## config.mk

```make
export PLATFORM = sky130hd
export DESIGN_NAME = uart_msd
export DESIGN_NICKNAME = d
export VERILOG_FILES = /design/src/core/uart_msd_pkg.sv /design/src/core/uart_msd.sv
export VERILOG_INCLUDE_DIRS = /design/src /design/src/core
export SDC_FILE = /design/constraint.sdc
export NUM_CORES = 1
export LEC_CHECK = 0
export ABC_CLOCK_PERIOD_IN_PS = 2000
export BUFFER_PORTS_ARGS = -buffer_cell sky130_fd_sc_hd__buf_2
export CORE_MARGIN = 4
export CORE_UTILIZATION = 23
export CTS_CLUSTER_DIAMETER = 60
export DETAILED_ROUTE_END_ITERATION = 10
export PLACE_DENSITY_LB_ADDON = 0.05
export SYNTH_ARGS = -nofsm -noshare
export SYNTH_HDL_FRONTEND = slang
export SYNTH_SLANG_ARGS = --single-unit
```

## constraint.sdc

```tcl
create_clock -name pclk -period 2 [get_ports pclk]
set_input_delay 0.1 -clock pclk [delete_from_list [all_inputs] [get_ports pclk]]
set_output_delay 0.1 -clock pclk [all_outputs]
set_load 0.05 [all_outputs]
```

## src/core/uart_msd_defs.svh

```systemverilog
// register indices, reset values and bus constants for the modem status block
`ifndef UART_MSD_DEFS_SVH
`define UART_MSD_DEFS_SVH

// register indices; byte address is the index times four
`define IDX_W 6
`define IDX_MODEM_STATUS 6'h06
`define IDX_SPECIAL_FN 6'h07
`define IDX_DIV_LOW 6'h08
`define IDX_DIV_HIGH 6'h09
`define IDX_RX_VIEW 6'h15
`define IDX_TX_VIEW 6'h16
`define IDX_IRQ_STATUS 6'h18
`define IDX_IRQ_MASK 6'h19

// word alignment of the bus address
`define ADDR_LSB 2
`define MIN_ADDR_W 8
`define MAX_ADDR_W 32

// reset values
`define BYTE_RESET 8'h00
`define LINES_RESET 4'h0
`define WORD_RESET 32'h00000000

// field edges and zero padding of the read data lanes
`define BYTE_MSB 7
`define LINES_MSB 3
`define BYTE_PAD 24'h000000
`define NIBBLE_PAD 4'h0

// writable bits of the special function register (bits 2 and 3 read zero)
`define SF_WRITE_MASK 8'hf3

`endif

```

## src/core/uart_msd_pkg.sv

```systemverilog
// types shared by the modem status, special function and divisor block
package uart_msd_pkg;

  // one bit per modem line; also the layout of irq status and mask
  typedef struct packed {
    logic dcd;
    logic ri;
    logic dsr;
    logic cts;
  } modem_lines_s;

  // modem status: live levels in the upper nibble, change flags below
  typedef struct packed {
    modem_lines_s level;
    modem_lines_s change;
  } modem_status_s;

  // special function register layout, msb first
  typedef struct packed {
    logic tx_view_sel;
    logic rx_view_sel;
    logic ext_mode;
    logic spare_rw;
    logic rsvd_hi;
    logic rsvd_lo;
    logic auto_dsr_dtr;
    logic force_tx;
  } special_fn_s;

  // loopback controls from the modem control logic
  typedef struct packed {
    logic loopback;
    logic aux_one;
    logic aux_two;
  } loop_ctl_s;

  // counter values shown through the two selectable views
  typedef struct packed {
    logic [7:0] rx_fifo_fill_count;
    logic [7:0] line_status_err_count;
    logic [7:0] tx_fifo_fill_count;
    logic [7:0] sample_clock_reg;
  } count_views_s;

  typedef enum logic [1:0] {
    PH_IDLE,
    PH_ANSWER
  } apb_phase_e;

endpackage

```

## src/core/uart_msd.sv

```systemverilog
// modem status, special function and divisor latch registers on apb
//
// Decided for this implementation: register access over APB.
`timescale 1ns/1ns
`include "uart_msd_defs.svh"

module uart_msd
  import uart_msd_pkg::*;
#(
  parameter int ADDR_W = 8
) (
  input wire logic pclk,
  input wire logic presetn,
  input wire logic psel,
  input wire logic penable,
  input wire logic pwrite,
  input wire logic [ADDR_W-1:0] paddr,
  input wire logic [31:0] pwdata,
  output logic [31:0] prdata,
  output logic pready,
  output logic pslverr,
  input wire modem_lines_s modem_in,
  input wire loop_ctl_s loop_ctl,
  input wire count_views_s count_views,
  input wire logic rx_room,
  input wire logic dtr_request,
  output logic tx_hold,
  output logic dtr_out,
  output logic force_tx,
  output logic auto_dsr_dtr,
  output logic ext_mode,
  output logic [15:0] divisor,
  output logic divisor_load,
  output logic irq
);

  // refuse an address bus too narrow for the highest index
  if (ADDR_W < `MIN_ADDR_W) begin : g_addr_check
    $error("uart_msd: ADDR_W too small for register map");
  end

  // refuse an address bus wider than the bus protocol carries
  if (ADDR_W > `MAX_ADDR_W) begin : g_addr_max
    $error("uart_msd: ADDR_W wider than the apb address");
  end

  // whole state of the block
  typedef struct packed {
    // bus answer
    apb_phase_e phase;
    logic pready;
    logic pslverr;
    logic [31:0] prdata;
    // modem line pipeline and change flags
    modem_lines_s sync1;
    modem_lines_s sync2;
    modem_lines_s prev;
    modem_lines_s change;
    // software registers and what follows from them
    special_fn_s special_function_control;
    logic [7:0] div_low;
    logic [7:0] div_high;
    logic [15:0] divisor;
    logic div_load;
    modem_lines_s irq_status;
    modem_lines_s irq_mask;
    logic irq;
    logic tx_hold;
    logic dtr_out;
  } state_s;

  // present and next state
  state_s s;
  state_s next_s;

  // word index of a bus address
  function automatic logic [`IDX_W-1:0] idx_of(input logic [ADDR_W-1:0] a);
    idx_of = a[`ADDR_LSB +: `IDX_W];
  endfunction

  // true when the address is word aligned and no upper bits are set
  function automatic logic aligned(input logic [ADDR_W-1:0] a);
    logic [ADDR_W-1:0] top;
    top = a >> (`ADDR_LSB + `IDX_W);
    aligned = (a[`ADDR_LSB-1:0] == '0) && (top == '0);
  endfunction

  // change events: any edge for cts, dsr, dcd; rising edge only for ri
  function automatic modem_lines_s events_of(input modem_lines_s cur,
                                             input modem_lines_s old);
    modem_lines_s ev;
    ev = cur ^ old;
    ev.ri = cur.ri & ~old.ri;
    events_of = ev;
  endfunction

  // sticky flags: keep what was not cleared, a new event always wins
  function automatic modem_lines_s sticky_next(input modem_lines_s old,
                                               input modem_lines_s clr,
                                               input modem_lines_s evt);
    sticky_next = (old & ~clr) | evt;
  endfunction

  // four line bits widened to a register byte, upper bits read zero
  function automatic logic [`BYTE_MSB:0] lines_byte(input modem_lines_s v);
    lines_byte = {`NIBBLE_PAD, v};
  endfunction

  // combinational working values
  modem_lines_s cur;
  modem_lines_s ev;
  modem_lines_s reported;
  modem_lines_s w1c;
  modem_status_s msr_view;
  logic access;
  logic done;
  logic [`IDX_W-1:0] idx;
  logic ok;
  logic [7:0] rd_byte;
  logic hit;
  logic wr_en;
  logic rd_en;
  logic hold_req;

  always_comb begin
    // start from the present state; the load strobe lasts one cycle
    next_s = s;
    next_s.div_load = 1'b0;

    // second synchroniser stage, with loopback sources replacing ri and dcd
    cur = s.sync2;
    if (loop_ctl.loopback) begin
      cur.ri = loop_ctl.aux_one;
      cur.dcd = loop_ctl.aux_two;
    end

    // two flops per modem line, then one more for edge detection
    next_s.sync1 = modem_in;
    next_s.sync2 = s.sync1;
    next_s.prev = cur;

    // change events from the synchronised levels
    ev = events_of(cur, s.prev);

    // live levels and sticky flags as software sees them
    msr_view.level = cur;
    msr_view.change = s.change;

    // bus decode
    access = psel & penable;
    done = access & s.pready;
    idx = idx_of(paddr);
    ok = aligned(paddr);

    // read data mux, one byte in the low lane
    hit = 1'b1;
    rd_byte = `BYTE_RESET;
    case (idx)
      `IDX_MODEM_STATUS: begin
        rd_byte = msr_view;
      end
      `IDX_SPECIAL_FN: begin
        rd_byte = s.special_function_control;
      end
      `IDX_DIV_LOW: begin
        rd_byte = s.div_low;
      end
      `IDX_DIV_HIGH: begin
        rd_byte = s.div_high;
      end
      `IDX_RX_VIEW: begin
        if (s.special_function_control.rx_view_sel) begin
          rd_byte = count_views.line_status_err_count;
        end else begin
          rd_byte = count_views.rx_fifo_fill_count;
        end
      end
      `IDX_TX_VIEW: begin
        if (s.special_function_control.tx_view_sel) begin
          rd_byte = count_views.tx_fifo_fill_count;
        end else begin
          rd_byte = count_views.sample_clock_reg;
        end
      end
      `IDX_IRQ_STATUS: begin
        rd_byte = lines_byte(s.irq_status);
      end
      `IDX_IRQ_MASK: begin
        rd_byte = lines_byte(s.irq_mask);
      end
      default: begin
        hit = 1'b0;
      end
    endcase
    hit = hit & ok;

    // a transfer completes at the edge that sees pready high
    wr_en = done & pwrite & hit;
    rd_en = done & ~pwrite & hit;

    // flags cleared by this transfer, none unless it completes
    reported = `LINES_RESET;
    w1c = `LINES_RESET;

    // apb slave: answer one cycle into the access phase
    case (s.phase)
      PH_IDLE: begin
        // the first access edge captures the answer
        next_s.pready = 1'b0;
        if (access) begin
          next_s.pready = 1'b1;
          next_s.pslverr = ~hit;
          next_s.phase = PH_ANSWER;
          if (!pwrite && hit) begin
            next_s.prdata = {`BYTE_PAD, rd_byte};
          end else begin
            next_s.prdata = `WORD_RESET;
          end
        end
      end
      PH_ANSWER: begin
        // the completion edge: writes land and reported flags clear
        next_s.pready = 1'b0;
        next_s.pslverr = 1'b0;
        next_s.phase = PH_IDLE;
        if (wr_en) begin
          case (idx)
            `IDX_SPECIAL_FN: begin
              next_s.special_function_control = pwdata[`BYTE_MSB:0] & `SF_WRITE_MASK;
            end
            `IDX_DIV_LOW: begin
              next_s.div_low = pwdata[`BYTE_MSB:0];
              next_s.div_load = 1'b1;
            end
            `IDX_DIV_HIGH: begin
              next_s.div_high = pwdata[`BYTE_MSB:0];
              next_s.div_load = 1'b1;
            end
            `IDX_IRQ_STATUS: begin
              w1c = pwdata[`LINES_MSB:0];
            end
            `IDX_IRQ_MASK: begin
              next_s.irq_mask = pwdata[`LINES_MSB:0];
            end
            `IDX_MODEM_STATUS, `IDX_RX_VIEW, `IDX_TX_VIEW: begin
              // read-only views drop the write without an error
              next_s.div_load = 1'b0;
            end
            default: begin
              next_s.div_load = 1'b0;
            end
          endcase
        end
        if (rd_en && idx == `IDX_MODEM_STATUS) begin
          // clear only the flags that went out in the read data
          reported = s.prdata[3:0];
        end
      end
      default: begin
        next_s.phase = PH_IDLE;
        next_s.pready = 1'b0;
        next_s.pslverr = 1'b0;
      end
    endcase

    // sticky change flags: a new event wins over the read clear
    next_s.change = sticky_next(s.change, reported, ev);

    // interrupt status, write one to clear, set wins
    next_s.irq_status = sticky_next(s.irq_status, w1c, ev);
    next_s.irq = |(next_s.irq_status & next_s.irq_mask);

    // divisor presented to the baud generator
    next_s.divisor = {next_s.div_high, next_s.div_low};

    // flow control: with auto_dsr_dtr set, dsr low holds the transmitter unless forced
    hold_req = next_s.special_function_control.auto_dsr_dtr & ~cur.dsr;
    next_s.tx_hold = hold_req & ~next_s.special_function_control.force_tx;
    if (next_s.special_function_control.auto_dsr_dtr) begin
      next_s.dtr_out = rx_room;
    end else begin
      next_s.dtr_out = dtr_request;
    end
  end

  // state register
  always_ff @(posedge pclk or negedge presetn) begin
    if (!presetn) begin
      // bus answer idle
      s.phase <= PH_IDLE;
      s.pready <= 1'b0;
      s.pslverr <= 1'b0;
      s.prdata <= `WORD_RESET;
      // pipeline starts at the idle low level, so no false edge follows
      s.sync1 <= `LINES_RESET;
      s.sync2 <= `LINES_RESET;
      s.prev <= `LINES_RESET;
      s.change <= `LINES_RESET;
      // software registers and their outputs
      s.special_function_control <= `BYTE_RESET;
      s.div_low <= `BYTE_RESET;
      s.div_high <= `BYTE_RESET;
      s.divisor <= {`BYTE_RESET, `BYTE_RESET};
      s.div_load <= 1'b0;
      s.irq_status <= `LINES_RESET;
      s.irq_mask <= `LINES_RESET;
      s.irq <= 1'b0;
      s.tx_hold <= 1'b0;
      s.dtr_out <= 1'b0;
    end else begin
      s <= next_s;
    end
  end

  // bus answer straight from the state flops
  assign prdata = s.prdata;
  assign pready = s.pready;
  assign pslverr = s.pslverr;

  // flow control and mode outputs
  assign tx_hold = s.tx_hold;
  assign dtr_out = s.dtr_out;
  assign force_tx = s.special_function_control.force_tx;
  assign auto_dsr_dtr = s.special_function_control.auto_dsr_dtr;
  assign ext_mode = s.special_function_control.ext_mode;

  // baud generator divisor and its load strobe
  assign divisor = s.divisor;
  assign divisor_load = s.div_load;

  // level interrupt
  assign irq = s.irq;

endmodule

```

# ---- Word level (Yosys, flattened, before mapping)
# Index checks and enable logic that the tools add are counted.
# W data, S select, Z words.
dict set report word_totals {
  regBits 102
  input_bits 86
  wordCells 109
}
dict set report classes {
  eq_ne 10
  n_mux 25
  bitwise_logic 23
  n_reduce_logical 10
}
# op count
set ops {}
lappend ops {{$pmux W8 S8} 1}
lappend ops {{$mux W8} 5}
lappend ops {{$mux W18} 2}
lappend ops {{$mux W36} 1}
lappend ops {{$mux W4} 9}
lappend ops {{$eq A6 B5 Y1 const B} 4}
lappend ops {{$and A4 B4 Y4} 3}
lappend ops {{$eq A6 B3 Y1 const B} 2}
lappend ops {{$eq A6 B4 Y1 const B} 2}
lappend ops {{$and A1 B1 Y1} 10}
lappend ops {{$not A4 Y4} 2}
lappend ops {{$or A4 B4 Y4} 2}
lappend ops {{$reduce_or A8 Y1} 1}
lappend ops {{$mux W1} 5}
lappend ops {{$not A1 Y1} 5}
lappend ops {{$logic_not A2 Y1} 2}
lappend ops {{$mux W2} 2}
lappend ops {{$reduce_or A4 Y1} 1}
lappend ops {{$xor A4 B4 Y4} 1}
lappend ops {{$reduce_and A3 Y1} 1}
lappend ops {{$eq A2 B1 Y1 const B} 1}
lappend ops {{$logic_and A1 B1 Y1} 2}
lappend ops {{$ne A2 B2 Y1 const B} 1}
lappend ops {{$reduce_and A2 Y1} 1}
lappend ops {{2 further kinds} 2}

# ---- Longest topological paths before layout
dict set report depth {
  word_depth 12
  ltp_mapped 7
  ltp_nobuf 5
}

# ---- Worst setup path before layout
# No wires, ideal clock.
dict set report synth_path {
  path_kind {register -> register}
  start {register, netlist name pready}
  end {register, netlist name dtr_out}
  setup_time_ns 0.125
  arrival_ns 1.867
  path_slack_ns 0.008
  stages_incl_launch_ff 7
  path_buffers 1
  period_less_slack_ns 1.992
  path_cell_list {dfrtp_1 and4_1 clkbuf_2 and2_4 nand2_4 mux2_4 mux2_4}
}

==> summary.txt <==
Outcome
  – Status: completed

Cells and area
  – Diode count: 0
  – Fin area: between 4000 and 5000 um2
  – Most frequent cells in the layout: 94 x buf_2, 61 x dfrtp_1, 25 x mux2i_1, 25 x mux2_2, 24 x conb_1
  – Fin nets: 467
  – Layout fillers: 1,465
  – Cell Count, Final, Fillers Out: approximately 570
  – Layout cells sized above 1: 41.5%
  – Commonest non-fill, non-tap cell in the layout: buf_2
  – Area grow syn2layout: 25.5%
  – Post-layout util: 29.7%

Logic synthesis
  – Netlist Area Pre-Place: roughly 3300 um2
  – Syn Area/Cell: 11.3 um2
  – Syn. warnings: 0
  – Sequential element share of the synthesized area: 46.3%
  – Top FF cell, synth: dfrtp_1
  – Share of flip-flops with an asynchronous set or reset: 100%
  – Synth cell types: 55
  – Post-synth EDFFs: 0
  – Mapped Cells: 292
  – Seq cells post-synth: 61

Floorplan
  – Die area: between 15,000 and 20,000 um2
  – Die width: 128 um
  – FP Rows: 43
  – Chip height: 128 um
  – IO Pins: around 140
  – Core area: between 10,000 and 15,000 um2
  – Initial Util: 23.7%

Routing
  – Avg WL per Cell: between 15 and 20 um
  – Vias per inst: 4.33
  – DRT Wirelength: ~10,000 um
  – First drt pass iteration count: 4
  – Drt drc: 0
  – Vias: approximately 2,500
  – DRT antenna net count: 0
  – Iteration-0 DRC Markers: just under 70

Clock network
  – TritonCTS clock tree: done
  – Post-CTS Setup Bufs: 0
  – Inserted Clock Buffers: 9
  – Root buffer cell: clkbuf_16
  – Worst-path clk slew: 50 ps
  – CTS Hold Bufs: 7
  – Clock buffer depth: 2
  – CTS Sinks: between 60 and 70
  – Post-cts sizing count: 0
  – H-tree Lvls: 3
  – Worst-skew pair later-pin latency: 330 ps

Global routing
  – First-pass GRT wire length: 15,600 um
  – Largest net degree at the start of global routing: 62
  – Vias in the first global route: 2,719
  – Antenna violations before repair: 1
  – GRT Total Usage: 12.8%
  – Gr ovfl total: 0

Worst setup path
  – Type of the worst setup path: register to register
  – Critical path endpoint category: register
  – Reg-to-reg startpoint: s[102]$_DFFE_PN0P_
  – R2R setup slack: 190 ps
  – Critical Path Sink: irq$_DFF_PN0_
  – Worst setup SP type: register
  – Worst-path fanout max: 6
  – CP arrival: 2010 ps
  – R2R depth: 6
  – Worst setup path startpoint: s[102]$_DFFE_PN0P_
  – CP required: 2210 ps
  – Reg2reg end: irq$_DFF_PN0_

Placed design
  – GPL Wtd Cong: approximately 0.73
  – Dpl hpwl: 7610 um
  – Placed Area: 3790 um2
  – DP Cell Count: 543
  – Post-place setup slack: approximately 180 ps
  – Number of port buffers: 94

Pwr
  – Pleak: 0.00204 uW
  – Gate power share: 11.0%
  – NetSw: 806 uW
  – Sw Share: 26.3%
  – Pint: 2250 uW
  – Clock power share: 47.6%
  – Peak VDD IR: just under 0.4 mV
  – Pwr Density: 740 nW/um2
  – Sequential power share: 41.4%

Timing
  – Clock skew: 5.29 ps
  – Crit share post-route: between 90% and 100%
  – Slew @ Worst Pin: approximately 640 ps
  – Tmin final: 1810 ps
  – Achievable Freq: 554 MHz
  – Final Hold Viols: 0
  – Slew margin rel.: 57.4%
  – Unrepaired setup endpoints after global routing: false
  – Post-route setup TNS: 0 ps
  – Final WS setup: 194 ps
  – Setup-failing EPs final: 0
  – Max-slew violations: 0

Flow run
  – Total of max-cap violations: 0

Worst hold path
  – Class of the worst hold path: input port to register
-- worst max-delay path, cell delays in order (launching register included) --
cell     delay (ps)
dfrtp_1         350
and4_1          390
buf_4           190
nand4_1          80
a21oi_1         240
o32ai_1         140
a221o_1         290
-- sequential cells by signal, indices dropped and copies added, names as in the netlist, 2 cells and up --
signal	cells
cur	2
prdata	8
msr_view	4
next_s	4
divisor	15
s	19
-- layout make-up --
type,instances,area (um2),share of cell area [%]
Tap cell,180,225,5.45
Clock inverter,4,22.5,0.545
Inverter,9,33.8,0.817
Multi-Input combinational cell,187,1420,34.2
Clock buffer,12,256,6.20
Sequential cell,61,1530,36.9
Timing Repair Buffer,113,656,15.9
-- per-layer routing --
metal	routed length, um	vias to the layer above	part of all wire [%]	global-route usage (%)
met4	212	2	2.1	5.74
met2	4780	79	47	20.6
li1	-	1161	-	-
met5	13	-	0.13	0
met3	521	17	5.1	2.63
met1	4600	1191	45	16.6
-- per-stage QoR --
step           hold slack, ps  total power, uW
6_report                 25.5             3060
2_1_floorplan            -196             1510
5_1_grt                  28.8             3190
3_5_place_dp              147             1620
3_3_place_gp              144             1620
4_1_cts                  14.8             3110
-- power by group through the flow --
stage               sequential [uW]  combinational [uW]  clock [uW]
finish                         1270                 338        1460
global route                   1270                 370        1550
CTS                            1270                 344        1500
detailed placement             1290                 332           0
global placement               1290                 332           0
floorplan                      1300                 210           0
-- worst min-delay path by stage --
stage | start | end | slack, ps | cells after the start
2_1_floorplan | presetn | auto_dsr_dtr$_DFF_PN0_ | -200 | 0
3_3_place_gp | presetn | dtr_out$_DFF_PN0_ | 140 | 2
3_5_place_dp | presetn | dtr_out$_DFF_PN0_ | 150 | 2
4_1_cts | pwdata[6] | s[50]$_DFFE_PN0P_ | 10 | 2
5_1_grt | pwdata[6] | divisor[14]$_DFFE_PN0P_ | 30 | 2
6_report | pwdata[6] | s[50]$_DFFE_PN0P_ | 30 | 2
-- cells in the mapped netlist, drive strengths merged (5+ instances only) --
master   instances  area, um2
o2bb2ai          5       43.8
o21ai            6       30.0
nor3             7       46.3
o22ai            7       43.8
nand2           17       76.3
mux2            27        312
mux2i           25        250
a211oi           5       37.5
dfrtp           61       1530
buf             55        393
nor2             9       36.3
inv              9       33.8
-- kinds of logic after synthesis --
| kind of cell | Yosys count | share of synthesized area, % |
|---|---|---|
| buf+inv | 67 | 13.4 |
| simple gates | 63 | 12.4 |
| flops | 61 | 46.3 |
| mux | 52 | 17.0 |
| compound gates | 45 | 9.95 |
| xor+xnor | 3 | 0.797 |
| other cells | 1 | 0.114 |
Note: power is estimated with default switching activity, not from simulation.
